--- src/common/dub_pkg.sv ---
// Shared constants for the dual-channel host bus port
`default_nettype none
package dub_pkg;
  // ***************************************************************
  // Bus widths
  // ***************************************************************
  localparam int ADDR_W = 3;
  localparam int DATA_W = 8;
  localparam int SEL_W = 4;
  localparam int NUM_REGS = 16;

  // ***************************************************************
  // Register indices and fields seen by the port
  // ***************************************************************
  localparam logic [2:0] IDX_ISR = 3'h2;
  localparam logic [2:0] IDX_MCR = 3'h4;
  localparam logic [2:0] IDX_PWR = 3'h7;
  localparam int MCR_IRQ_EN_BIT = 3;
  localparam int PWR_OSC_BIT = 0;
  localparam int PWR_PUMP_BIT = 1;

  // ***************************************************************
  // Synchroniser vector layout
  // ***************************************************************
  localparam int SYNC_W = 19;
  localparam int SB_DATA = 0;
  localparam int SB_ADDR = 8;
  localparam int SB_WR = 11;
  localparam int SB_RD = 12;
  localparam int SB_CSB = 13;
  localparam int SB_CSA = 14;
  localparam int SB_ISO = 15;
  localparam int SB_STRAP = 16;
  localparam int SB_OSC = 17;
  localparam int SB_PUMP = 18;
  localparam logic [SYNC_W-1:0] SYNC_RST = 19'h1f800;

  // ***************************************************************
  // Power modes
  // ***************************************************************
  typedef enum logic [3:0] {
    PWR_ACTIVE = 4'h1,
    PWR_OSC_OFF = 4'h2,
    PWR_PUMP_OFF = 4'h4,
    PWR_FULL = 4'h8
  } dub_pwr_e;
endpackage
`default_nettype wire

--- src/hw/dub_sync.sv ---
// Two-flop synchroniser for a vector of pin inputs
`default_nettype none
module dub_sync #(
  parameter int W = 1,
  parameter logic [W-1:0] RST_VAL = '0
) (
  input wire logic mclk,
  input wire logic arst_n,
  input wire logic [W-1:0] pin_in,
  output logic [W-1:0] sync_out
);
  logic [W-1:0] meta_q;
  logic [W-1:0] sync_q;

  // ***************************************************************
  // One pair of flops per bit; first stage feeds only the second
  // ***************************************************************
  genvar i;
  generate
    for (i = 0; i < W; i++) begin : g_bit
      always_ff @(posedge mclk or negedge arst_n) begin
        if (!arst_n) begin
          meta_q[i] <= RST_VAL[i];
          sync_q[i] <= RST_VAL[i];
        end else begin
          meta_q[i] <= pin_in[i];
          sync_q[i] <= meta_q[i];
        end
      end
    end
  endgenerate

  assign sync_out = sync_q;
endmodule
`default_nettype wire

--- src/hw/dub_reg_mem.sv ---
// Register shadow store for both channels, registered read data
`default_nettype none
module dub_reg_mem
  import dub_pkg::*;
(
  input wire logic mclk,
  input wire logic arst_n,
  input wire logic wr_en,
  input wire logic [SEL_W-1:0] wr_sel,
  input wire logic [DATA_W-1:0] wr_data,
  input wire logic [SEL_W-1:0] rd_sel,
  output logic [DATA_W-1:0] rd_data
);
  logic [DATA_W-1:0] mem_q [NUM_REGS];
  logic [DATA_W-1:0] rd_data_q;

  // Storage array, written at the end of a host write
  always_ff @(posedge mclk) begin
    if (wr_en) begin
      mem_q[wr_sel] <= wr_data;
    end
  end

  // Read data leave through a register
  always_ff @(posedge mclk or negedge arst_n) begin
    if (!arst_n) begin
      rd_data_q <= '0;
    end else begin
      rd_data_q <= mem_q[rd_sel];
    end
  end

  assign rd_data = rd_data_q;
endmodule
`default_nettype wire

--- src/hw/dub_bus_port.sv ---
// Host parallel bus port of the two-channel serial controller
`default_nettype none
// Functional notes
// - Three address bits pick one register of the chosen channel.
// - Eight-bit data bus; device drives only while a read is active.
// - Strobe style: read strobe low starts read, byte driven until strobe rises.
// - Strobe style: write strobe rising stores the bus byte into register.
// - Strap high selects strobe style; low selects direction style, read strobe ignored.
// - Direction style: write strobe pin is direction, high read, low write.
// - Strobe style: two active-low selects enable channel A or channel B.
// - Direction style: first select pin is the single select for both.
// - Direction style: second select pin is channel bit, zero A, one B.
// - Strobe style: channel A interrupt active high, enabled by its control bit 3.
// - Strobe style: channel B interrupt likewise enabled by its own bit 3.
// - Direction style: one active-low open-drain interrupt for both channels.
// - Direction style: channel B interrupt pin unused and left undriven.
// - After power-up the device is in active mode.
// - Four power modes: active, oscillator off, pump off, both off.
// - Asleep with isolation requested, all bus inputs are ignored.
// - Each power mode enterable by hardware pin or software register.
// - Returning to active mode from any low-power mode raises a wake-up interrupt.
module dub_bus_port
  import dub_pkg::*;
(
  input wire logic mclk,
  input wire logic arst_n,
  input wire logic bus_style_strap,
  input wire logic read_strobe_n,
  input wire logic write_strobe_n,
  input wire logic channel_a_select_n,
  input wire logic channel_b_select_n,
  input wire logic [ADDR_W-1:0] addr_in,
  input wire logic [DATA_W-1:0] data_in,
  output logic [DATA_W-1:0] data_out,
  output logic data_oe,
  output logic channel_a_irq,
  output logic channel_a_irq_oe,
  output logic channel_b_irq,
  output logic channel_b_irq_oe,
  input wire logic bus_isolation_request,
  input wire logic osc_sleep_req,
  input wire logic pump_sleep_req,
  input wire logic chan_a_int_req,
  input wire logic chan_b_int_req,
  output logic reg_wr_pulse,
  output logic [SEL_W-1:0] reg_wr_sel,
  output logic [DATA_W-1:0] reg_wr_data,
  output logic reg_rd_pulse,
  output logic [SEL_W-1:0] reg_rd_sel,
  output logic osc_stop,
  output logic pump_stop,
  output logic [3:0] power_mode
);
  // ***************************************************************
  // Pin synchronisation
  // ***************************************************************
  logic [SYNC_W-1:0] pin_raw;
  logic [SYNC_W-1:0] pin_s;

  assign pin_raw = {pump_sleep_req, osc_sleep_req, bus_style_strap,
                    bus_isolation_request, channel_a_select_n,
                    channel_b_select_n, read_strobe_n, write_strobe_n,
                    addr_in, data_in};

  dub_sync #(
    .W(SYNC_W),
    .RST_VAL(SYNC_RST)
  ) u_sync (
    .mclk(mclk),
    .arst_n(arst_n),
    .pin_in(pin_raw),
    .sync_out(pin_s)
  );

  // Named views of the synchronised pins
  wire style_strobe = pin_s[SB_STRAP];
  wire iso_s = pin_s[SB_ISO];
  wire csa_s = pin_s[SB_CSA];
  wire csb_s = pin_s[SB_CSB];
  wire rd_s = pin_s[SB_RD];
  wire wr_s = pin_s[SB_WR];
  wire osc_hw_s = pin_s[SB_OSC];
  wire pump_hw_s = pin_s[SB_PUMP];
  wire [ADDR_W-1:0] addr_s = pin_s[SB_ADDR +: ADDR_W];
  wire [DATA_W-1:0] data_s = pin_s[SB_DATA +: DATA_W];

  // ***************************************************************
  // State
  // ***************************************************************
  dub_pwr_e pwr_q, pwr_d;
  logic rd_act_q;
  logic wr_act_q;
  logic [ADDR_W-1:0] lat_addr_q;
  logic lat_ch_q;
  logic [DATA_W-1:0] lat_data_q;
  logic [1:0] mcr_ie_q;
  logic [1:0] pwr_sw_q;
  logic wake_q;
  logic [DATA_W-1:0] data_out_q;
  logic data_oe_q;
  logic irq_a_q, irq_a_oe_q, irq_b_q, irq_b_oe_q;
  logic reg_wr_pulse_q, reg_rd_pulse_q;
  logic [SEL_W-1:0] reg_wr_sel_q, reg_rd_sel_q;
  logic [DATA_W-1:0] reg_wr_data_q;
  logic osc_stop_q, pump_stop_q;
  logic [DATA_W-1:0] mem_rdata;

  // ***************************************************************
  // Bus decode
  // ***************************************************************
  // Bus is gated off while asleep with isolation requested
  wire asleep = (pwr_q != PWR_ACTIVE);
  wire bus_ok = !(asleep && iso_s);
  // Strobe style: either select low; direction style: first select only
  wire any_sel = style_strobe ? (!csa_s || !csb_s) : !csa_s;
  // Channel bit: select A wins in strobe style, second pin otherwise
  wire ch_now = style_strobe ? csa_s : csb_s;
  // Read active: strobe low, or direction high under select
  wire rd_act = bus_ok && any_sel &&
                (style_strobe ? !rd_s : wr_s);
  // Write active: strobe low, or direction low under select
  wire wr_act = bus_ok && any_sel && !wr_s;
  wire rd_start = rd_act && !rd_act_q;
  // Write ends on strobe rising, or on select rising in direction style
  wire wr_end = bus_ok && wr_act_q &&
                (style_strobe ? wr_s : csa_s);
  wire [SEL_W-1:0] cur_sel = {ch_now, addr_s};
  wire [SEL_W-1:0] lat_sel = {lat_ch_q, lat_addr_q};
  wire wr_mcr = wr_end && (lat_addr_q == IDX_MCR);
  wire wr_pwr = wr_end && (lat_addr_q == IDX_PWR) && !lat_ch_q;
  wire rd_isr = rd_start && (addr_s == IDX_ISR);

  dub_reg_mem u_mem (
    .mclk(mclk),
    .arst_n(arst_n),
    .wr_en(wr_end),
    .wr_sel(lat_sel),
    .wr_data(lat_data_q),
    .rd_sel(cur_sel),
    .rd_data(mem_rdata)
  );

  // Transaction tracking and write capture
  always_ff @(posedge mclk or negedge arst_n) begin
    if (!arst_n) begin
      rd_act_q <= 1'b0;
      wr_act_q <= 1'b0;
      lat_addr_q <= '0;
      lat_ch_q <= 1'b0;
      lat_data_q <= '0;
    end else begin
      rd_act_q <= rd_act;
      wr_act_q <= wr_act;
      if (wr_act) begin
        lat_addr_q <= addr_s;
        lat_ch_q <= ch_now;
        lat_data_q <= data_s;
      end
    end
  end

  // Control bits shadowed from register writes
  always_ff @(posedge mclk or negedge arst_n) begin
    if (!arst_n) begin
      mcr_ie_q <= 2'h0;
      pwr_sw_q <= 2'h0;
    end else begin
      if (wr_mcr) begin
        mcr_ie_q[lat_ch_q] <= lat_data_q[MCR_IRQ_EN_BIT];
      end
      if (wr_pwr) begin
        pwr_sw_q <= {lat_data_q[PWR_PUMP_BIT], lat_data_q[PWR_OSC_BIT]};
      end
    end
  end

  // ***************************************************************
  // Power modes
  // ***************************************************************
  wire osc_off = osc_hw_s || pwr_sw_q[0];
  wire pump_off = pump_hw_s || pwr_sw_q[1];

  // Mode follows the merged hardware and software requests
  always_comb begin
    case ({pump_off, osc_off})
      2'h1: pwr_d = PWR_OSC_OFF;
      2'h2: pwr_d = PWR_PUMP_OFF;
      2'h3: pwr_d = PWR_FULL;
      default: pwr_d = PWR_ACTIVE;
    endcase
  end

  wire wake_evt = asleep && (pwr_d == PWR_ACTIVE);

  // Mode register and wake flag; a new wake event beats the clear
  always_ff @(posedge mclk or negedge arst_n) begin
    if (!arst_n) begin
      pwr_q <= PWR_ACTIVE;
      wake_q <= 1'b0;
      osc_stop_q <= 1'b0;
      pump_stop_q <= 1'b0;
    end else begin
      pwr_q <= pwr_d;
      osc_stop_q <= osc_off;
      pump_stop_q <= pump_off;
      if (wake_evt) begin
        wake_q <= 1'b1;
      end else if (rd_isr) begin
        wake_q <= 1'b0;
      end
    end
  end

  // ***************************************************************
  // Data bus and core strobes
  // ***************************************************************
  // Drive data only while a read is in progress
  always_ff @(posedge mclk or negedge arst_n) begin
    if (!arst_n) begin
      data_out_q <= '0;
      data_oe_q <= 1'b0;
    end else begin
      data_out_q <= mem_rdata;
      data_oe_q <= rd_act && rd_act_q;
    end
  end

  // Pulses and addresses toward the channel cores
  always_ff @(posedge mclk or negedge arst_n) begin
    if (!arst_n) begin
      reg_wr_pulse_q <= 1'b0;
      reg_wr_sel_q <= '0;
      reg_wr_data_q <= '0;
      reg_rd_pulse_q <= 1'b0;
      reg_rd_sel_q <= '0;
    end else begin
      reg_wr_pulse_q <= wr_end;
      reg_rd_pulse_q <= rd_start;
      if (wr_end) begin
        reg_wr_sel_q <= lat_sel;
        reg_wr_data_q <= lat_data_q;
      end
      if (rd_start) begin
        reg_rd_sel_q <= cur_sel;
      end
    end
  end

  // ***************************************************************
  // Interrupt pins
  // ***************************************************************
  wire int_any = chan_a_int_req || chan_b_int_req || wake_q;

  // Per-channel high pins, or one shared open-drain low pin
  always_ff @(posedge mclk or negedge arst_n) begin
    if (!arst_n) begin
      irq_a_q <= 1'b0;
      irq_a_oe_q <= 1'b0;
      irq_b_q <= 1'b0;
      irq_b_oe_q <= 1'b0;
    end else if (style_strobe) begin
      irq_a_q <= chan_a_int_req || wake_q;
      irq_a_oe_q <= mcr_ie_q[0];
      irq_b_q <= chan_b_int_req;
      irq_b_oe_q <= mcr_ie_q[1];
    end else begin
      irq_a_q <= 1'b0;
      irq_a_oe_q <= int_any;
      irq_b_q <= 1'b0;
      irq_b_oe_q <= 1'b0;
    end
  end

  assign data_out = data_out_q;
  assign data_oe = data_oe_q;
  assign channel_a_irq = irq_a_q;
  assign channel_a_irq_oe = irq_a_oe_q;
  assign channel_b_irq = irq_b_q;
  assign channel_b_irq_oe = irq_b_oe_q;
  assign reg_wr_pulse = reg_wr_pulse_q;
  assign reg_wr_sel = reg_wr_sel_q;
  assign reg_wr_data = reg_wr_data_q;
  assign reg_rd_pulse = reg_rd_pulse_q;
  assign reg_rd_sel = reg_rd_sel_q;
  assign osc_stop = osc_stop_q;
  assign pump_stop = pump_stop_q;
  assign power_mode = pwr_q;
endmodule
`default_nettype wire

--- config.mk ---
export PLATFORM = sky130hd
export DESIGN_NAME = dub_bus_port
export DESIGN_NICKNAME = d
export VERILOG_FILES = /design/src/common/dub_pkg.sv /design/src/hw/dub_sync.sv /design/src/hw/dub_reg_mem.sv /design/src/hw/dub_bus_port.sv
export SDC_FILE = /design/constraint.sdc
export NUM_CORES = 1
export LEC_CHECK = 0
export BUFFER_PORTS_ARGS = -buffer_cell sky130_fd_sc_hd__buf_2
export CAP_MARGIN = 10
export CORE_UTILIZATION = 59
export DETAILED_ROUTE_END_ITERATION = 12
export PLACE_DENSITY_LB_ADDON = 0.3
export SETUP_SLACK_MARGIN = 0.4
export SLEW_MARGIN = 20
export SYNTH_ARGS = -nofsm -noshare
export SYNTH_HDL_FRONTEND = slang
export SYNTH_HIERARCHICAL = 1
export SYNTH_SLANG_ARGS = --single-unit
--- constraint.sdc ---
create_clock -name mclk -period 4.4 [get_ports mclk]
set_input_delay 0.44 -clock mclk [delete_from_list [all_inputs] [get_ports mclk]]
set_output_delay 0.44 -clock mclk [all_outputs]
set_load 0.005 [all_outputs]
==> out/metrics.yaml <==
floorplan:
  die_h_microns: 120
  die_w_microns: 120
  core-area_sq_um: 13400
  start_util_pct: 61.2
  rows: 42
  design.die.area_sq_um: 14400
  num_io_pins: 60
pwr:
  peakVddDrop_v: 0.000431
  p_per_area_nw_per_um2: 515
  total_leakage_power_nw: 3.57
setup_path:
  critical_path_required_ps: 4520
  slowest_stage: "nor2_1"
  critPathMaxStageDelay_ps: 560
  critical_path.startpoint_type: "flip-flop"
  r2r-start: "power_mode[0]$_DFF_PN1_"
  reg2reg_depth: 5
  worstPathCellList: "or4b_4 -> a211oi_4 -> buf_4 -> or3b_2 -> nor2_1"
  crit_start: "power_mode[0]$_DFF_PN1_"
  setup.worst_path.class: "flip-flop to flip-flop"
  endpoint_kind: "flip-flop"
  critPathMaxFanout: 13
  worst_ep_arrival_time_ps: 3320
synthesis:
  ys_seq_elements: 230
  yosysSeqAreaShare_pct: 78.2
  synth_edf_count: 128
  synthTopCellsByCount: "edfxtp_1 (128), dfrtp_1 (89), mux2_2 (31)"
  syn_avg_cell_area_sq_um: 20.8
  syn_inst: 395
  yosys_warnings: 6
  async_flop_share_pct: 44.3
  synth_fp_nets: 418
  yosysMostFrequentCell: "edfxtp_1"
  synth_cell_types: 38
  synth_top_flop_cell: "edfxtp_1"
  yosys.area.top_type: "edfxtp_1"
  syn-cell-area_sq_um: 8200
  synth_top_area_share_pct: 46.9
  synth_area_leaders: "edfxtp_1 (47%), dfrtp_1 (27%), mux4_2 (4.9%), mux4_1 (4.5%), mux2_2 (4.3%)"
placed_design:
  io_buffers: 59
  hpwl_microns: 9360
  dpl_cell_area_sq_um: 8650
  gp_congestion: 0.765
detailed_routing:
  wire_per_inst_microns: 23.2
  vias: 3926
  drcViolationCount: 0
  drtIter0Drc: 345
  routed_wl_microns: 15400
  drt-vias-per-instance: 5.92
  first_pass_iters: 5
  ant_nets: 0
timing:
  fin_tns_setup_ps: 0
  rsz0062_at_grt: "false"
  finalClockSkew_ps: 12.0
  fin_crit_sh_pct: 72.8
  max_freq_ghz: 0.312
  finalCriticalPeriod_ps: 3200
  slew_headroom_pct: 31.0
  setup_viol: 0
  drv_slew: 0
  worst_pin_slew_ps: 1030
  hold_violations: 0
  hold_slack_ps: 49.0
cts:
  cts.path.max_buffers: 3
  cts_root_buffer: "clkbuf_16"
  insertion_delay_ps: 490
  cts.sinks: 230
  cts_buffers: 22
  postCtsSetupRepairBufs: 0
  ctsResizeCount: 0
  clk_pin_slew_ps: 60
  tritoncts: "yes"
  ctsHoldBuffers: 0
  htree_num_levels: 1
grt:
  grt_overflow_total: 0
  antenna_found_initial: 0
  grt_pass1_vias: 4190
  grt_max_degree: 80
  grt_pass1_wl_microns: 23800
  grt_use_total_pct: 22.8
layout:
  final_util_pct: 70.0
  final-seq-area_sq_um: 6410
  fillerInstances: 819
  drive_gt1_share_pct: 35.5
  area_growth_pct: 14.4
  antenna_cells: 0
  stdcell_area_sq_um: 9380
  multi_input_area_sq_um: 1660
  layout.nets: 494
min_path:
  hp-class: "input port to asynchronous set/reset pin"
run:
  maxCapViolations: 0
run_status:
  status: "completed"
-- registers in the layout (all words and copies together), names as in the netlist, 2 cells and up --
| name | flops |
|---|---|
| lat_addr_q | 3 |
| mcr_ie_q | 2 |
| power_mode | 4 |
| pwr_sw_q | 2 |
| reg_wr_data | 8 |
| u_sync/meta_q | 19 |
| reg_wr_sel | 4 |
| u_sync/sync_out | 19 |
| u_mem/mem_q | 128 |
| u_mem/rd_data | 8 |
| data_out | 8 |
| lat_data_q | 8 |
| reg_rd_sel | 4 |
-- critical path: cells and delay by family (launching register included) --
family,cells,cell delay [ps]
flops,1,520
buf+inv,1,290
simple gates,3,1560
compound gates,1,450
-- final timing paths --
check / slack, ps / to
hold reg to reg: 350 / data_out[7]$_DFF_PN0_
setup reg to reg: 1200 / u_mem/mem_q[1][7]$_DFFE_PP_
setup / recovery: 1200 / u_mem/mem_q[1][7]$_DFFE_PP_
hold / removal: 50 / data_out[6]$_DFF_PN0_
min in group mclk: 50 / u_sync/meta_q[15]$_DFF_PN1_
max in group asynchronous: 3420 / u_sync/sync_out[5]$_DFF_PN0_
-- per-stage QoR --
step | worst slack, ps | instances | total power (W)
floorplan | 1340 | 395 | 0.00281
global placement | 1340 | 623 | 0.00301
detailed placement | 1240 | 623 | 0.00302
CTS | 1210 | 663 | 0.00486
global route | 1100 | 663 | 0.00498
finish | 1200 | 663 | 0.00483
-- cell type report --
type / count / area share [%]
Clock buffer: 27 / 6.40
Clock inverter: 13 / 1.33
Inverter: 4 / 0.160
Multi-Input combinational cell: 148 / 17.7
Sequential cell: 230 / 68.4
Tap cell: 176 / 2.35
Timing Repair Buffer: 65 / 3.65
-- layer usage --
layer	vias up	global-route usage (%)	wire [microns]
met3	40	5.28	980
met4	0	7.73	552
met1	2036	30.3	6190
li1	1689	-	-
met5	-	0	0
met2	161	37.5	7670
-- cell families (layout without fill, tap and decap cells) --
| group | count (synthesis) | in the layout | share of synthesized area [%] |
|---|---|---|---|
| AND/OR/NAND/NOR | 60 | 60 | 3.91 |
| buffers and inverters | 17 | 109 | 1.56 |
| multiplexers | 66 | 66 | 14.2 |
| AO/OA/AOI/OAI | 22 | 22 | 2.15 |
| flip-flops | 230 | 230 | 78.2 |
-- layout by cell type (no fill, tap or decap), types with 3 or more instances in the layout --
cell,instances
mux4_2,18
nor2_1,21
nor3_1,3
clkinv_2,4
and2_1,4
buf_2,58
nand2_1,13
buf_4,7
clkbuf_16,23
mux2_2,31
dfstp_2,13
a22oi_1,16
nand2b_1,3
edfxtp_1,128
clkinvlp_4,5
inv_1,4
mux4_1,14
clkbuf_1,3
dfrtp_1,88
-- power breakdown --
group / internal [W] / total [W] / switching, W
clock: 0.00109 / 0.00185 / 0.000760
combinational: 0.000172 / 0.000315 / 0.000143
sequential: 0.00248 / 0.00267 / 0.000186
total: 0.00375 / 0.00483 / 0.00109
Note: power is estimated with default switching activity, not from simulation.
